**config.mk**
```make
export PLATFORM = sky130hd
export DESIGN_NAME = gated_counter_timer_pair
export DESIGN_NICKNAME = d
export VERILOG_FILES = /design/src/timer_pkg.sv /design/src/timer_if.sv /design/src/timer_unit.sv /design/src/gated_counter_timer_pair.sv
export SDC_FILE = /design/constraint.sdc
export NUM_CORES = 1
export LEC_CHECK = 0
export BUFFER_PORTS_ARGS = -buffer_cell sky130_fd_sc_hd__buf_4
export CORE_MARGIN = 4
export CORE_UTILIZATION = 57
export DETAILED_ROUTE_END_ITERATION = 16
export GPL_TIMING_DRIVEN = 0
export HOLD_SLACK_MARGIN = 0.02
export PLACE_DENSITY = 0.83
export SYNTH_ARGS = -nofsm -noshare
export SYNTH_HDL_FRONTEND = slang
export SYNTH_SLANG_ARGS = --single-unit
export TNS_END_PERCENT = 10
```
**constraint.sdc**
```tcl
create_clock -name aclk -period 3.75 [get_ports aclk]
set_input_delay 0.75 -clock aclk [delete_from_list [all_inputs] [get_ports aclk]]
set_output_delay 0.75 -clock aclk [all_outputs]
set_load 0.01 [all_outputs]
```
**src/timer_pkg.sv**
```systemverilog
package timer_pkg;

  // ----------------------------------------------------------------
  // Bus geometry
  // ----------------------------------------------------------------
  localparam int ADDR_W = 8;
  localparam int DATA_W = 32;
  localparam int NUM_TIMERS = 2;

  // ----------------------------------------------------------------
  // Register byte offsets
  // ----------------------------------------------------------------
  localparam logic [ADDR_W-1:0] OFF_CONTROL = 8'h00; // timer_control_reg
  localparam logic [ADDR_W-1:0] OFF_MODE    = 8'h04; // timer_mode_reg
  localparam logic [ADDR_W-1:0] OFF_LO_T0   = 8'h08; // count_low_byte_t0
  localparam logic [ADDR_W-1:0] OFF_HI_T0   = 8'h0c; // count_high_byte_t0
  localparam logic [ADDR_W-1:0] OFF_LO_T1   = 8'h10; // count_low_byte_t1
  localparam logic [ADDR_W-1:0] OFF_HI_T1   = 8'h14; // count_high_byte_t1

  // ----------------------------------------------------------------
  // Field positions; timer n uses base + n * stride
  // ----------------------------------------------------------------
  localparam int CTRL_RUN_POS    = 4; // run_bit_t0, run_bit_t1 at 6
  localparam int CTRL_OVF_POS    = 5; // overflow flag t0, t1 at 7
  localparam int CTRL_STRIDE     = 2;
  localparam int MODE_M16_POS    = 0; // 0: 13-bit, 1: 16-bit
  localparam int MODE_GATE_POS   = 3; // gate_select_t0, t1 at 7
  localparam int MODE_STRIDE     = 4;

  // ----------------------------------------------------------------
  // Counter layout and reset values
  // ----------------------------------------------------------------
  localparam int CNT_W    = 16;
  localparam int LOW13_W  = 5;  // low byte bits used in 13-bit mode
  localparam int CNT13_W  = 13;
  localparam logic [CNT_W-1:0]   CNT_RESET = 16'h0000;
  localparam logic [CNT_W-1:0]   CNT16_MAX = 16'hffff;
  localparam logic [CNT13_W-1:0] CNT13_MAX = 13'h1fff;
  localparam logic [CNT13_W-1:0] CNT13_ONE = 13'h0001;
  localparam logic [CNT_W-1:0]   CNT16_ONE = 16'h0001;

  // ----------------------------------------------------------------
  // Responses and register selector
  // ----------------------------------------------------------------
  localparam logic [1:0] RESP_OKAY   = 2'b00;
  localparam logic [1:0] RESP_SLVERR = 2'b10;

  typedef enum {
    SEL_CONTROL, SEL_MODE, SEL_LO0, SEL_HI0, SEL_LO1, SEL_HI1, SEL_NONE
  } reg_sel_e;

endpackage

```
**src/timer_if.sv**
```systemverilog
`timescale 1ns/1ps
`default_nettype none

// Control and state of one counter, between the register file and a unit
interface timer_if;
  import timer_pkg::*;
  logic              run;
  logic              gate;
  logic              mode16;
  logic              ext_gate;
  logic              load_lo;
  logic              load_hi;
  logic [7:0]        wdata;
  logic [CNT_W-1:0]  count;
  logic              ovf;

  modport ctrl (output run, gate, mode16, ext_gate, load_lo, load_hi,
                wdata, input count, ovf);
  modport unit (input run, gate, mode16, ext_gate, load_lo, load_hi,
                wdata, output count, ovf);
endinterface

`default_nettype wire

```
**src/timer_unit.sv**
```systemverilog
`timescale 1ns/1ps
`default_nettype none

// One counter, 13-bit or 16-bit, with run and gate qualification
module timer_unit (
  input  wire logic aclk,
  input  wire logic aresetn,
  timer_if.unit     tif
);
  import timer_pkg::*;

  logic [CNT_W-1:0]   count_q;
  logic [CNT_W-1:0]   count_d;
  logic [CNT13_W-1:0] cnt13;
  logic [CNT13_W-1:0] inc13;
  logic [CNT_W-1:0]   next13;
  logic               enable;
  logic               at_max;

  // ----------------------------------------------------------------
  // Qualification and increment
  // ----------------------------------------------------------------
  // Gate high with gate select lets the pin time a pulse width
  assign enable = tif.run & (~tif.gate | tif.ext_gate);
  // 13-bit count is the high byte over the low five bits
  assign cnt13  = {count_q[CNT_W-1:8], count_q[LOW13_W-1:0]};
  assign inc13  = cnt13 + CNT13_ONE;
  // Upper three low-byte bits are left alone in 13-bit mode
  assign next13 = {inc13[CNT13_W-1:LOW13_W], count_q[7:LOW13_W],
                   inc13[LOW13_W-1:0]};
  assign at_max = tif.mode16 ? (count_q == CNT16_MAX)
                             : (cnt13 == CNT13_MAX);
  assign count_d = tif.mode16 ? count_q + CNT16_ONE : next13;

  // Software loads win over counting; wrap to zero keeps running
  assign tif.ovf   = enable & at_max & ~tif.load_lo & ~tif.load_hi;
  assign tif.count = count_q;

  // ----------------------------------------------------------------
  // Count register
  // ----------------------------------------------------------------
  // Run alone never touches the count; only loads and ticks do
  always_ff @(posedge aclk) begin
    if (!aresetn) begin
      count_q <= CNT_RESET;
    end else if (tif.load_lo) begin
      count_q[7:0] <= tif.wdata;
    end else if (tif.load_hi) begin
      count_q[CNT_W-1:8] <= tif.wdata;
    end else if (enable) begin
      count_q <= count_d;
    end
  end

endmodule

`default_nettype wire

```
**src/gated_counter_timer_pair.sv**
```systemverilog
`timescale 1ns/1ps
`default_nettype none

// Behaviour
// - timer 0 counts when run and (ungated or pin high)
// - gate select lets pin level control counting
// - setting run leaves the count untouched
// - timer 1 builds 13-bit count like timer 0
// - timer 1 has own identical control bits
// - mode 1 uses full 16-bit count
// - mode 1 run and gating same as mode 0
module gated_counter_timer_pair (
  input  wire logic                         aclk,
  input  wire logic                         aresetn,
  input  wire logic                         ext_gate_input_t0,
  input  wire logic                         ext_gate_input_t1,
  input  wire logic [timer_pkg::ADDR_W-1:0] s_axi_awaddr,
  input  wire logic                         s_axi_awvalid,
  output logic                              s_axi_awready,
  input  wire logic [timer_pkg::DATA_W-1:0] s_axi_wdata,
  input  wire logic [3:0]                   s_axi_wstrb,
  input  wire logic                         s_axi_wvalid,
  output logic                              s_axi_wready,
  output logic [1:0]                        s_axi_bresp,
  output logic                              s_axi_bvalid,
  input  wire logic                         s_axi_bready,
  input  wire logic [timer_pkg::ADDR_W-1:0] s_axi_araddr,
  input  wire logic                         s_axi_arvalid,
  output logic                              s_axi_arready,
  output logic [timer_pkg::DATA_W-1:0]      s_axi_rdata,
  output logic [1:0]                        s_axi_rresp,
  output logic                              s_axi_rvalid,
  input  wire logic                         s_axi_rready
);
  import timer_pkg::*;

  // ----------------------------------------------------------------
  // Address decode, shared by the read and write paths
  // ----------------------------------------------------------------
  function automatic reg_sel_e decode(input logic [ADDR_W-1:0] a);
    case (a)
      OFF_CONTROL: decode = SEL_CONTROL;
      OFF_MODE:    decode = SEL_MODE;
      OFF_LO_T0:   decode = SEL_LO0;
      OFF_HI_T0:   decode = SEL_HI0;
      OFF_LO_T1:   decode = SEL_LO1;
      OFF_HI_T1:   decode = SEL_HI1;
      default:     decode = SEL_NONE;
    endcase
  endfunction

  logic [ADDR_W-1:0]     awaddr_q;
  logic                  aw_held_q;
  logic [7:0]            wdata_q;
  logic                  wlane0_q;
  logic                  w_held_q;
  logic                  bvalid_q;
  logic [1:0]            bresp_q;
  logic                  rvalid_q;
  logic [1:0]            rresp_q;
  logic [DATA_W-1:0]     rdata_q;
  logic [NUM_TIMERS-1:0] run_q;
  logic [NUM_TIMERS-1:0] gate_q;
  logic [NUM_TIMERS-1:0] mode16_q;
  logic [NUM_TIMERS-1:0] ovf_q;
  logic [NUM_TIMERS-1:0] ovf_set;
  logic [NUM_TIMERS-1:0] ext_gate;
  logic [CNT_W-1:0]      count [NUM_TIMERS];

  // ----------------------------------------------------------------
  // Write channel handshake
  // ----------------------------------------------------------------
  // Address and data are taken in either order and held until commit
  wire      aw_take   = s_axi_awvalid & s_axi_awready;
  wire      w_take    = s_axi_wvalid & s_axi_wready;
  wire      wr_commit = aw_held_q & w_held_q & ~bvalid_q;
  reg_sel_e wr_sel;
  assign wr_sel = decode(awaddr_q);
  wire      wr_en     = wr_commit & wlane0_q; // data lives in byte lane 0
  wire      wr_ctrl   = wr_en & (wr_sel == SEL_CONTROL);
  wire      wr_mode   = wr_en & (wr_sel == SEL_MODE);

  assign s_axi_awready = ~aw_held_q & ~bvalid_q;
  assign s_axi_wready  = ~w_held_q & ~bvalid_q;
  assign s_axi_bvalid  = bvalid_q;
  assign s_axi_bresp   = bresp_q;

  // Hold address and data, answer one cycle after both are in
  always_ff @(posedge aclk) begin
    if (!aresetn) begin
      aw_held_q <= 1'b0;
      w_held_q  <= 1'b0;
      bvalid_q  <= 1'b0;
      bresp_q   <= RESP_OKAY;
      awaddr_q  <= '0;
      wdata_q   <= '0;
      wlane0_q  <= 1'b0;
    end else begin
      if (aw_take) begin
        aw_held_q <= 1'b1;
        awaddr_q  <= s_axi_awaddr;
      end
      if (w_take) begin
        w_held_q <= 1'b1;
        wdata_q  <= s_axi_wdata[7:0];
        wlane0_q <= s_axi_wstrb[0];
      end
      if (wr_commit) begin
        aw_held_q <= 1'b0;
        w_held_q  <= 1'b0;
        bvalid_q  <= 1'b1;
        bresp_q   <= (wr_sel == SEL_NONE) ? RESP_SLVERR : RESP_OKAY;
      end else if (bvalid_q && s_axi_bready) begin
        bvalid_q <= 1'b0;
      end
    end
  end

  // ----------------------------------------------------------------
  // Control and mode registers
  // ----------------------------------------------------------------
  // Flags: hardware set beats a write-one clear in the same cycle
  always_ff @(posedge aclk) begin
    if (!aresetn) begin
      run_q    <= '0;
      gate_q   <= '0;
      mode16_q <= '0;
      ovf_q    <= '0;
    end else begin
      for (int i = 0; i < NUM_TIMERS; i++) begin
        if (wr_ctrl) begin
          run_q[i] <= wdata_q[CTRL_RUN_POS + CTRL_STRIDE*i];
        end
        if (wr_mode) begin
          gate_q[i]   <= wdata_q[MODE_GATE_POS + MODE_STRIDE*i];
          mode16_q[i] <= wdata_q[MODE_M16_POS + MODE_STRIDE*i];
        end
        if (ovf_set[i]) begin
          ovf_q[i] <= 1'b1;
        end else if (wr_ctrl && wdata_q[CTRL_OVF_POS + CTRL_STRIDE*i]) begin
          ovf_q[i] <= 1'b0;
        end
      end
    end
  end

  // ----------------------------------------------------------------
  // Counter units
  // ----------------------------------------------------------------
  assign ext_gate = {ext_gate_input_t1, ext_gate_input_t0};

  timer_if tif [NUM_TIMERS] ();

  // Both timers are the same unit with their own bits and pin
  for (genvar g = 0; g < NUM_TIMERS; g++) begin : gen_timer
    reg_sel_e lo_sel;
    reg_sel_e hi_sel;
    assign lo_sel = (g == 0) ? SEL_LO0 : SEL_LO1;
    assign hi_sel = (g == 0) ? SEL_HI0 : SEL_HI1;
    assign tif[g].run      = run_q[g];
    assign tif[g].gate     = gate_q[g];
    assign tif[g].mode16   = mode16_q[g];
    assign tif[g].ext_gate = ext_gate[g];
    assign tif[g].load_lo  = wr_en & (wr_sel == lo_sel);
    assign tif[g].load_hi  = wr_en & (wr_sel == hi_sel);
    assign tif[g].wdata    = wdata_q;
    assign count[g]        = tif[g].count;
    assign ovf_set[g]      = tif[g].ovf;

    timer_unit u_timer (
      .aclk    (aclk),
      .aresetn (aresetn),
      .tif     (tif[g])
    );
  end

  // ----------------------------------------------------------------
  // Read channel
  // ----------------------------------------------------------------
  reg_sel_e          rd_sel;
  logic [7:0]        ctrl_view;
  logic [7:0]        mode_view;
  logic [7:0]        rd_byte;
  assign rd_sel = decode(s_axi_araddr);

  // Assemble control and mode bytes from the per-timer bits
  always_comb begin
    ctrl_view = '0;
    mode_view = '0;
    for (int i = 0; i < NUM_TIMERS; i++) begin
      ctrl_view[CTRL_RUN_POS + CTRL_STRIDE*i] = run_q[i];
      ctrl_view[CTRL_OVF_POS + CTRL_STRIDE*i] = ovf_q[i];
      mode_view[MODE_GATE_POS + MODE_STRIDE*i] = gate_q[i];
      mode_view[MODE_M16_POS + MODE_STRIDE*i]  = mode16_q[i];
    end
  end

  assign rd_byte = (rd_sel == SEL_CONTROL) ? ctrl_view :
                   (rd_sel == SEL_MODE)    ? mode_view :
                   (rd_sel == SEL_LO0)     ? count[0][7:0] :
                   (rd_sel == SEL_HI0)     ? count[0][CNT_W-1:8] :
                   (rd_sel == SEL_LO1)     ? count[1][7:0] :
                   (rd_sel == SEL_HI1)     ? count[1][CNT_W-1:8] : 8'h00;

  assign s_axi_arready = ~rvalid_q;
  assign s_axi_rvalid  = rvalid_q;
  assign s_axi_rdata   = rdata_q;
  assign s_axi_rresp   = rresp_q;

  // Data captured at the address edge; reads have no side effects
  always_ff @(posedge aclk) begin
    if (!aresetn) begin
      rvalid_q <= 1'b0;
      rdata_q  <= '0;
      rresp_q  <= RESP_OKAY;
    end else if (s_axi_arvalid && !rvalid_q) begin
      rvalid_q <= 1'b1;
      rdata_q  <= {{(DATA_W-8){1'b0}}, rd_byte};
      rresp_q  <= (rd_sel == SEL_NONE) ? RESP_SLVERR : RESP_OKAY;
    end else if (s_axi_rready) begin
      rvalid_q <= 1'b0;
    end
  end

endmodule

`default_nettype wire

```
==> results of run 1 <==
==> cell type report <==
| cell class | count | share of cell area (%) |
|---|---|---|
| Timing Repair Buffer | 48 | 7.79 |
| Buffer | 47 | 6.09 |
| Clock inverter | 1 | 0.108 |
| Inverter | 9 | 0.731 |
| Sequential cell | 71 | 30.7 |
| Multi-Input combinational cell | 393 | 49.0 |
| Tap cell | 77 | 2.08 |
| Clock buffer | 13 | 3.44 |
==> cell families after synthesis <==
family	synth area share (%)
adders and majority gates	0.640
other	0.0959
xor gates and xnor gates	3.58
buffers and inverters	8.06
muxes	6.59
and+or+nand+nor	26.5
DFF	36.4
AOI/OAI and AO/OA	18.1
==> synth_stat cells, drive strengths merged, types with 2 or more instances <==
library cell	count
and3	4
xor2	7
mux2i	13
clkbuf	18
nor3	9
nand2b	8
o21ai	22
inv	9
ha	2
nand3b	2
o32ai	3
or4	5
mux2	9
o22a	2
buf	29
o22ai	7
nor3b	4
a21oi	49
nand4b	2
a22oi	8
xnor2	9
a211oi	14
and3b	2
dfxtp	71
a221oi	2
nand4	11
nand2	70
and2	5
nor2	53
nor4	11
nor2b	5
nand3	17
==> sequential cells by signal, indices dropped and copies added, names as in the netlist <==
| signal | cells |
|---|---|
| w_held_q | 1 |
| wlane0_q | 1 |
| run_q | 2 |
| s_axi_bresp | 1 |
| s_axi_rresp | 1 |
| s_axi_bvalid | 1 |
| gen_timer.u_timer.tif.count | 32 |
| ovf_q | 2 |
| gate_q | 2 |
| s_axi_rvalid | 1 |
| mode16_q | 2 |
| s_axi_rdata | 8 |
| awaddr_q | 8 |
| tif.wdata | 8 |
| aw_held_q | 1 |
==> final timing paths <==
check / startpoint / end / slack [ns]
max: gen_timer[1].u_timer.tif.count[0] / gen_timer[1].u_timer.tif.count[11] / 1.21
min: ovf_q[1] / ovf_q[1] / 0.46
max reg2reg: gen_timer[1].u_timer.tif.count[0] / gen_timer[1].u_timer.tif.count[11] / 1.21
min reg2reg: ovf_q[1] / ovf_q[1] / 0.46
==> critical path: stages (launching register included) <==
cell and delay (ns):
dfxtp_1 0.49, ha_1 0.35, a2bb2oi_1 0.11, a2111oi_1 0.89, nand4_1 0.21, mux2_1 0.35, nor2_1 0.08
==> per-stage QoR <==
stage	cell area, um2	worst slack [ns]	power [W]
floorplan	4000	1.42	0.000937
global placement	4460	1.18	0.00101
detailed placement	4460	1.12	0.00102
CTS	4620	1.34	0.00154
global route	4620	1.22	0.00160
finish	4620	1.21	0.00154
==> report_power, final <==
| part | total (W) | internal, W | switching (W) |
|---|---|---|---|
| Combinational | 0.000194 | 0.0000893 | 0.000105 |
| Sequential | 0.000810 | 0.000777 | 0.0000330 |
| Clock | 0.000538 | 0.000269 | 0.000269 |
==> layer usage <==
layer  part of all wire [%]  global-route usage [%]  vias up
li1                       -                       -     1886
met1                     41                    34.4     1799
met2                     49                    44.5      161
met3                    7.7                    3.92       20
met4                    2.0                    9.80        0
met5                      0                       0        -
==> metrics.cfg, run 1 <==
[logic_synthesis]
yosys-top-cells-area = dfxtp_1 (36%), nand2_1 (6.7%), a21oi_1 (6.3%), nor2_1 (5.1%), buf_4 (5.0%)
yosysWarnings = 0
syn_area_per_cell_um2 = 7.90
syn_area_mm2 = 0.00391
synthFlopType = dfxtp_1
synthCells = 495
synth_area_leader_cell = dfxtp_1
synth_top_area_share_pct = 36.4
synth_enable_flop_cells = 0
ys_types = 54
ys_seq_area_share_pct = 36.4
synth-async-reset-ratio_pct = 0
ys_seq_elements = 71

[clock_tree]
clockBufferDepth = 2
cts_resized = 0
cts_buffers = 9
cts_tree = done
post_cts_buffers = 0
h-tree-depth = 3
numClockSinks = 71
clock_latency_ns = 0.34
clkTransAtPathRegs_ns = 0.07
ctsHoldBuffers = 0
cts-root-buf = clkbuf_8

[drt]
finalWirelength_um = 10900
dr.pass1.iters = 6
remaining_drc_errors = 0
vias_per_cell = 5.87
drt-wirelength-per-cell_um = 16.5
drt_iter0_drc = 273
ant_nets = 0
vias = 3866

[die]
die_w_um = 90.8
core.rowCount = 29
initial_utilization_pct = 60.2
dieArea_mm2 = 0.00825
ios = 102
die_h_um = 90.8
fp.coreArea_mm2 = 0.00649

[placed_design]
post-dp-hpwl_um = 8130
io_buffers = 48
dp_cells = 645
gp_congestion = 0.964

[timing]
worst_slew_pin_slew_ns = 1.04
max_freq_mhz = 393
skew_ns = 0.00666
post-route-min-period_ns = 2.54
slew_viol_final = 0
hold-worst-slack_ns = 0.458
slew_headroom_pct = 30.4
period_share_pct = 67.9
tns_ns = 0
setup_viol = 0
rsz0062_at_grt = no
finalHoldViolations = 0

[critical_path]
crit_arrival_ns = 2.82
rr_worst_depth = 6
worstPathRequired_ns = 4.03
worst-setup-path-type = reg -> reg
critPathLaunchType = register
crit_path_end_kind = register
critPathMaxFanout = 7

[status]
status = complete, no violations

[cells_and_area]
antenna_cells = 0
postLayoutCoreUtil_pct = 71.2
layout_commonest_cell = buf_4
ff_latch_area_mm2 = 0.00142
final_cell_mix = buf_4 (74), dfxtp_1 (71), nand2_1 (70), nor2_1 (53), a21oi_1 (49)
instances_no_fill = 659
area_delta_synth_final_pct = 18.3
filler_cell_count = 541
drive_gt1_share_pct = 17.7
multiInputGateArea_mm2 = 0.00227
nets = 642

[pwr]
p_leak_nw = 1.74
ir_drop_uv = 248
p_per_area_mw_per_mm2 = 333

[global_route]
gr-total-overflow = 0
grt_use_total_pct = 26.5
grt_pass1_vias = 3682
grt_pass1_wl_um = 17700
antenna_found_initial = 0
grt_max_degree = 11

[job]
maxCapViolations = 0

[hold_path]
hp-class = reg -> reg
hold_depth = 2

Power figures use the tool's default switching activity.
==> run 2, diff against run 1 <==
--- a/config.mk
+++ b/config.mk
@@ -7,11 +7,11 @@
 export LEC_CHECK = 0
 export BUFFER_PORTS_ARGS = -buffer_cell sky130_fd_sc_hd__buf_4
 export CORE_MARGIN = 4
-export CORE_UTILIZATION = 57
+export CORE_UTILIZATION = 48
 export DETAILED_ROUTE_END_ITERATION = 16
 export GPL_TIMING_DRIVEN = 0
 export HOLD_SLACK_MARGIN = 0.02
-export PLACE_DENSITY = 0.83
+export PLACE_DENSITY = 0.74
 export SYNTH_ARGS = -nofsm -noshare
 export SYNTH_HDL_FRONTEND = slang
 export SYNTH_SLANG_ARGS = --single-unit
==> constraint.sdc (replaced) <==
create_clock -name aclk -period 2.1 [get_ports aclk]
set_input_delay 0.42 -clock aclk [delete_from_list [all_inputs] [get_ports aclk]]
set_output_delay 0.42 -clock aclk [all_outputs]
set_load 0.01 [all_outputs]
==> metrics.cfg, run 2 (synthesis results as in run 1) <==
[drt]
drt_iter0_drc = 282
ant_nets = 0
dr.pass1.iters = 5
remaining_drc_errors = 0
vias = 3929
vias_per_cell = 5.71
finalWirelength_um = 10900
drt-wirelength-per-cell_um = 15.8

[cells_and_area]
antenna_cells = 0
largest_reg_flops = 32
final_cell_mix = buf_4 (77), nand2_1 (69), dfxtp_1 (67), nor2_1 (51), a21oi_1 (49)
nets = 645
multiInputGateArea_mm2 = 0.00235
postLayoutCoreUtil_pct = 62.0
final_area_mm2 = 0.00484
filler_cell_count = 691
instances_no_fill = 688
area_delta_synth_final_pct = 23.8
drive_gt1_share_pct = 21.3
layout_commonest_cell = buf_4
ff_latch_area_mm2 = 0.00143

[die]
initial_utilization_pct = 50.1
die_w_um = 98.3
dieArea_mm2 = 0.00965
ios = 102
core.rowCount = 32
die_h_um = 98.3
fp.coreArea_mm2 = 0.00781

[critical_path]
worstPathRequired_ns = 2.39
rr_endpoint = gen_timer[1].u_timer.tif.count[5]
worstSetupEndpoint = gen_timer[1].u_timer.tif.count[5]
crit_arrival_ns = 2.45
crit_path_end_kind = register
critPathMaxStageDelay_ns = 0.55
worst-setup-path-type = reg -> reg
crit_start = awaddr_q[0]
rr_worst_depth = 8
critPathMaxFanout = 10
critPathSlowestCell = or4_4
r2r_slack_ns = -0.06
critPathLaunchType = register
r2r_start = awaddr_q[0]
path_cells = or4_4, nor4_4, buf_4, a21o_1, buf_6, nor3_2, mux2_4, nor2_1

[pwr]
ir_drop_uv = 515
p_leak_nw = 1.84
p_per_area_mw_per_mm2 = 636

[clock_tree]
cts_buffers = 9
ctsHoldBuffers = 0
cts_tree = done
clkTransAtPathRegs_ns = 0.07
clock_latency_ns = 0.35
numClockSinks = 71
cts-root-buf = clkbuf_8
clockBufferDepth = 2
h-tree-depth = 3

[placed_design]
gp_congestion = 1.00
dp_slack_ns = -0.218
post-dp-hpwl_um = 7990
placed_area_mm2 = 0.00449
dp_cells = 670
io_buffers = 48

[global_route]
gr-total-overflow = 0
grt_pass1_vias = 3609
antenna_found_initial = 0
grt_max_degree = 12
grt_pass1_wl_um = 17600
grt_use_total_pct = 22.4

[timing]
rsz0062_at_grt = yes
setup_viol = 4
period_share_pct = 103
tns_ns = -0.180
setup_slack_ns = -0.0595
max_freq_mhz = 463
skew_ns = 0.00480
finalHoldViolations = 0
slew_viol_final = 0
slew_headroom_pct = 55.1
post-route-min-period_ns = 2.16
worst_slew_pin_slew_ns = 0.667

[status]
status = complete, but fails checks
violations = setup timing

[job]
maxCapViolations = 0

[hold_path]
hp-class = in -> reg

[run 2: cell types whose count changed in the layout (fill, tap and decap cells not counted), sizes merged]
cell | previous run | this run
buf | 77 | 81
bufinv | 0 | 2
clkbuf | 31 | 29
[run 2: metrics by stage]
| stage | total power, W | hold slack [ns] |
|---|---|---|
| after floorplan | 0.00167 | 0.429 |
| after global routing | 0.00319 | 0.242 |
| final | 0.00308 | 0.244 |
| after CTS | 0.00309 | 0.232 |
| after detailed placement | 0.00182 | 0.458 |
| after global placement | 0.00181 | 0.451 |
[run 2: timing repair]
action / in CTS / in global routing
gates cloned: 0 / 0
pin swaps: 4 / 5
gates resized for setup: 9 / 15
setup endpoints to repair: 23 / 29
endpoints found under the hold margin: 0 / 0
buffers inserted: 0 / 3
[run 2: how the worst min path moves through the flow]
| stage | startpoint | to | slack [ns] | cells past startpoint |
|---|---|---|---|---|
| 2_1_floorplan | ovf_q[1] | ovf_q[1] | 0.43 | 2 |
| 3_3_place_gp | ovf_q[1] | ovf_q[1] | 0.45 | 2 |
| 3_5_place_dp | ovf_q[1] | ovf_q[1] | 0.46 | 2 |
| 4_1_cts | s_axi_rready | s_axi_rvalid | 0.23 | 2 |
| 5_1_grt | s_axi_rready | s_axi_rvalid | 0.24 | 2 |
| 6_report | s_axi_rready | s_axi_rvalid | 0.24 | 2 |
[run 2: worst max-delay path: cells and delay by family, from the launching register on]
kind / cells / cell delay [ns]
mux: 1 / 0.30
flops: 1 / 0.34
compound gates: 1 / 0.13
buf+inv: 2 / 0.34
simple gates: 4 / 0.99
[run 2: final cells by class]
| class | instances | share of cell area [%] |
|---|---|---|
| inverter | 9 | 0.698 |
| sequential | 71 | 29.5 |
| buffer | 47 | 5.92 |
| tap | 102 | 2.64 |
| clock buffer | 12 | 3.41 |
| multi-input combinational | 393 | 48.6 |
| timing repair buffer | 51 | 7.91 |
| clock inverter | 3 | 1.34 |
[run 2: where the power goes]
part | leakage [nW] | total (W) | internal, W | switching, W
Combinational | 1.14 | 0.000357 | 0.000164 | 0.000193
Sequential | 0.578 | 0.00145 | 0.00139 | 0.0000643
Clock | 0.118 | 0.00127 | 0.000758 | 0.000511
Total | 1.84 | 0.00308 | 0.00231 | 0.000768
[run 2: per-layer routing]
layer  global-route usage (%)  wire, um  share of wire (%)
met5                        0         0                  0
met1                     29.9      4690                 43
met4                     6.83       160                1.5
met3                     4.57       865                7.9
met2                     36.5      5180                 48
==> run 3, diff against run 2 <==
--- a/config.mk
+++ b/config.mk
@@ -12,6 +12,7 @@
 export GPL_TIMING_DRIVEN = 0
 export HOLD_SLACK_MARGIN = 0.02
 export PLACE_DENSITY = 0.74
+export REMOVE_ABC_BUFFERS = 1
 export SYNTH_ARGS = -nofsm -noshare
 export SYNTH_HDL_FRONTEND = slang
 export SYNTH_SLANG_ARGS = --single-unit
==> metrics.cfg, run 3 (synthesis results as in run 1) <==
[placed_design]
post-dp-hpwl_um = 7210
placed_area_mm2 = 0.00421
gp_congestion = 0.898
dp_slack_ns = -0.267
io_buffers = 48

[pwr]
p_clk_share_pct = 40.7
p_per_area_mw_per_mm2 = 651
switching_power_w = 0.000780
ir_drop_uv = 313
p_int_w = 0.00218
power_frac_seq_pct = 49.0
combPwrFrac_pct = 10.3
p_leak_nw = 1.64
netSwitchingFraction_pct = 26.4

[cells_and_area]
antenna_cells = 0
layout_commonest_cell = nand2_1
drive_gt1_share_pct = 18.1
area_delta_synth_final_pct = 16.1
largest_reg_flops = 32
nets = 600
final_cell_mix = nand2_1 (69), dfxtp_1 (68), buf_4 (53), nor2_1 (51), a21oi_1 (48)
filler_cell_count = 716
final_area_mm2 = 0.00454
postLayoutCoreUtil_pct = 58.1

[clock_tree]
numClockSinks = 71
ctsHoldBuffers = 0
cts_tree = done
clock_latency_ns = 0.35
h-tree-depth = 3
cts_buffers = 9
clockBufferDepth = 2
cts-root-buf = clkbuf_8
clkTransAtPathRegs_ns = 0.08

[job]
maxCapViolations = 0

[die]
die_h_um = 98.3
fp.coreArea_mm2 = 0.00781
core.rowCount = 32
die_w_um = 98.3
initial_utilization_pct = 50.1
ios = 102
dieArea_mm2 = 0.00965

[timing]
setup_viol = 0
setup_slack_ns = 0.0633
hold-worst-slack_ns = 0.243
slew_headroom_pct = 30.5
rsz0062_at_grt = yes
skew_ns = 0.0109
period_share_pct = 97.0
finalHoldViolations = 0
slew_viol_final = 0
worst_slew_pin_slew_ns = 1.04
tns_ns = 0
post-route-min-period_ns = 2.04
max_freq_mhz = 491

[drt]
finalWirelength_um = 10300
vias = 3699
vias_per_cell = 5.74
ant_nets = 0
dr.pass1.iters = 5
drt_iter0_drc = 226
remaining_drc_errors = 0
drt-wirelength-per-cell_um = 16.0

[critical_path]
worstPathRequired_ns = 2.39
crit_arrival_ns = 2.32
critPathMaxFanout = 5
worst-setup-path-type = reg -> reg
critPathLaunchType = register
crit_path_end_kind = register

[global_route]
antenna_found_initial = 0
grt_max_degree = 48
grt_use_total_pct = 20.7
grt_pass1_wl_um = 16300
grt_pass1_vias = 3311
gr-total-overflow = 0

[status]
status = complete, no violations

[hold_path]
hp-class = in -> reg

## run 3: changes by cell type in the layout (fill, tap and decap cells not counted), sizes merged
cell | previous run | this run
clkinv | 1 | 2
buf | 81 | 53
clkinvlp | 0 | 2
clkbuf | 29 | 10
## run 3: power by group through the flow
stage          logic [W]  registers (W)  clock network (W)
2_1_floorplan   0.000160        0.00146                  0
3_3_place_gp    0.000286        0.00147                  0
3_5_place_dp    0.000292        0.00148                  0
4_1_cts         0.000297        0.00144            0.00121
5_1_grt         0.000336        0.00146            0.00127
6_report        0.000303        0.00145            0.00120
## run 3: metal layers
| layer | vias up | track usage [%] | share of wire [%] |
|---|---|---|---|
| li1 | 1803 | - | - |
| met1 | 1725 | 27.7 | 44 |
| met2 | 150 | 33.1 | 47 |
| met3 | 21 | 3.64 | 6.9 |
| met4 | 0 | 8.09 | 2.1 |
| met5 | - | 0 | 0 |
## run 3: timing repair
action                                  CTS  global route
endpoints found under the setup margin   32            15
pin swaps                                 4             6
buffers inserted                          1             4
gates resized for setup                   8             9
## run 3: layout make-up
class	count	area [um2]	area share [%]
multi-input combinational	393	2340	51.6
sequential	71	1430	31.4
clock inverter	6	85.1	1.87
clock buffer	10	128	2.81
tap	102	128	2.81
inverter	9	33.8	0.744
timing repair buffer	53	398	8.77
## run 3: stage by stage
step	std cells	total power, W
finish	644	0.00296
global route	644	0.00306
CTS	640	0.00295
detailed placement	623	0.00177
global placement	623	0.00176
floorplan	473	0.00162
## run 3: path summary, 6_finish.rpt
| kind | start | end | slack [ns] | cells past startpoint |
|---|---|---|---|---|
| hold / removal | s_axi_rready | s_axi_rvalid | 0.24 | 2 |
| setup reg to reg | awaddr_q[1] | gen_timer[1].u_timer.tif.count[11] | 0.06 | 7 |
| setup / recovery | awaddr_q[1] | gen_timer[1].u_timer.tif.count[11] | 0.06 | 7 |
| hold reg to reg | ovf_q[1] | ovf_q[1] | 0.47 | 2 |
## run 3: critical path: stages, from the launching register on
cell and delay [ns]:
dfxtp_1 0.34, or4_4 0.54, nor4_4 0.26, buf_4 0.20, a2111oi_4 0.10, nand4_1 0.14, mux2_1 0.32, nor2_1 0.08
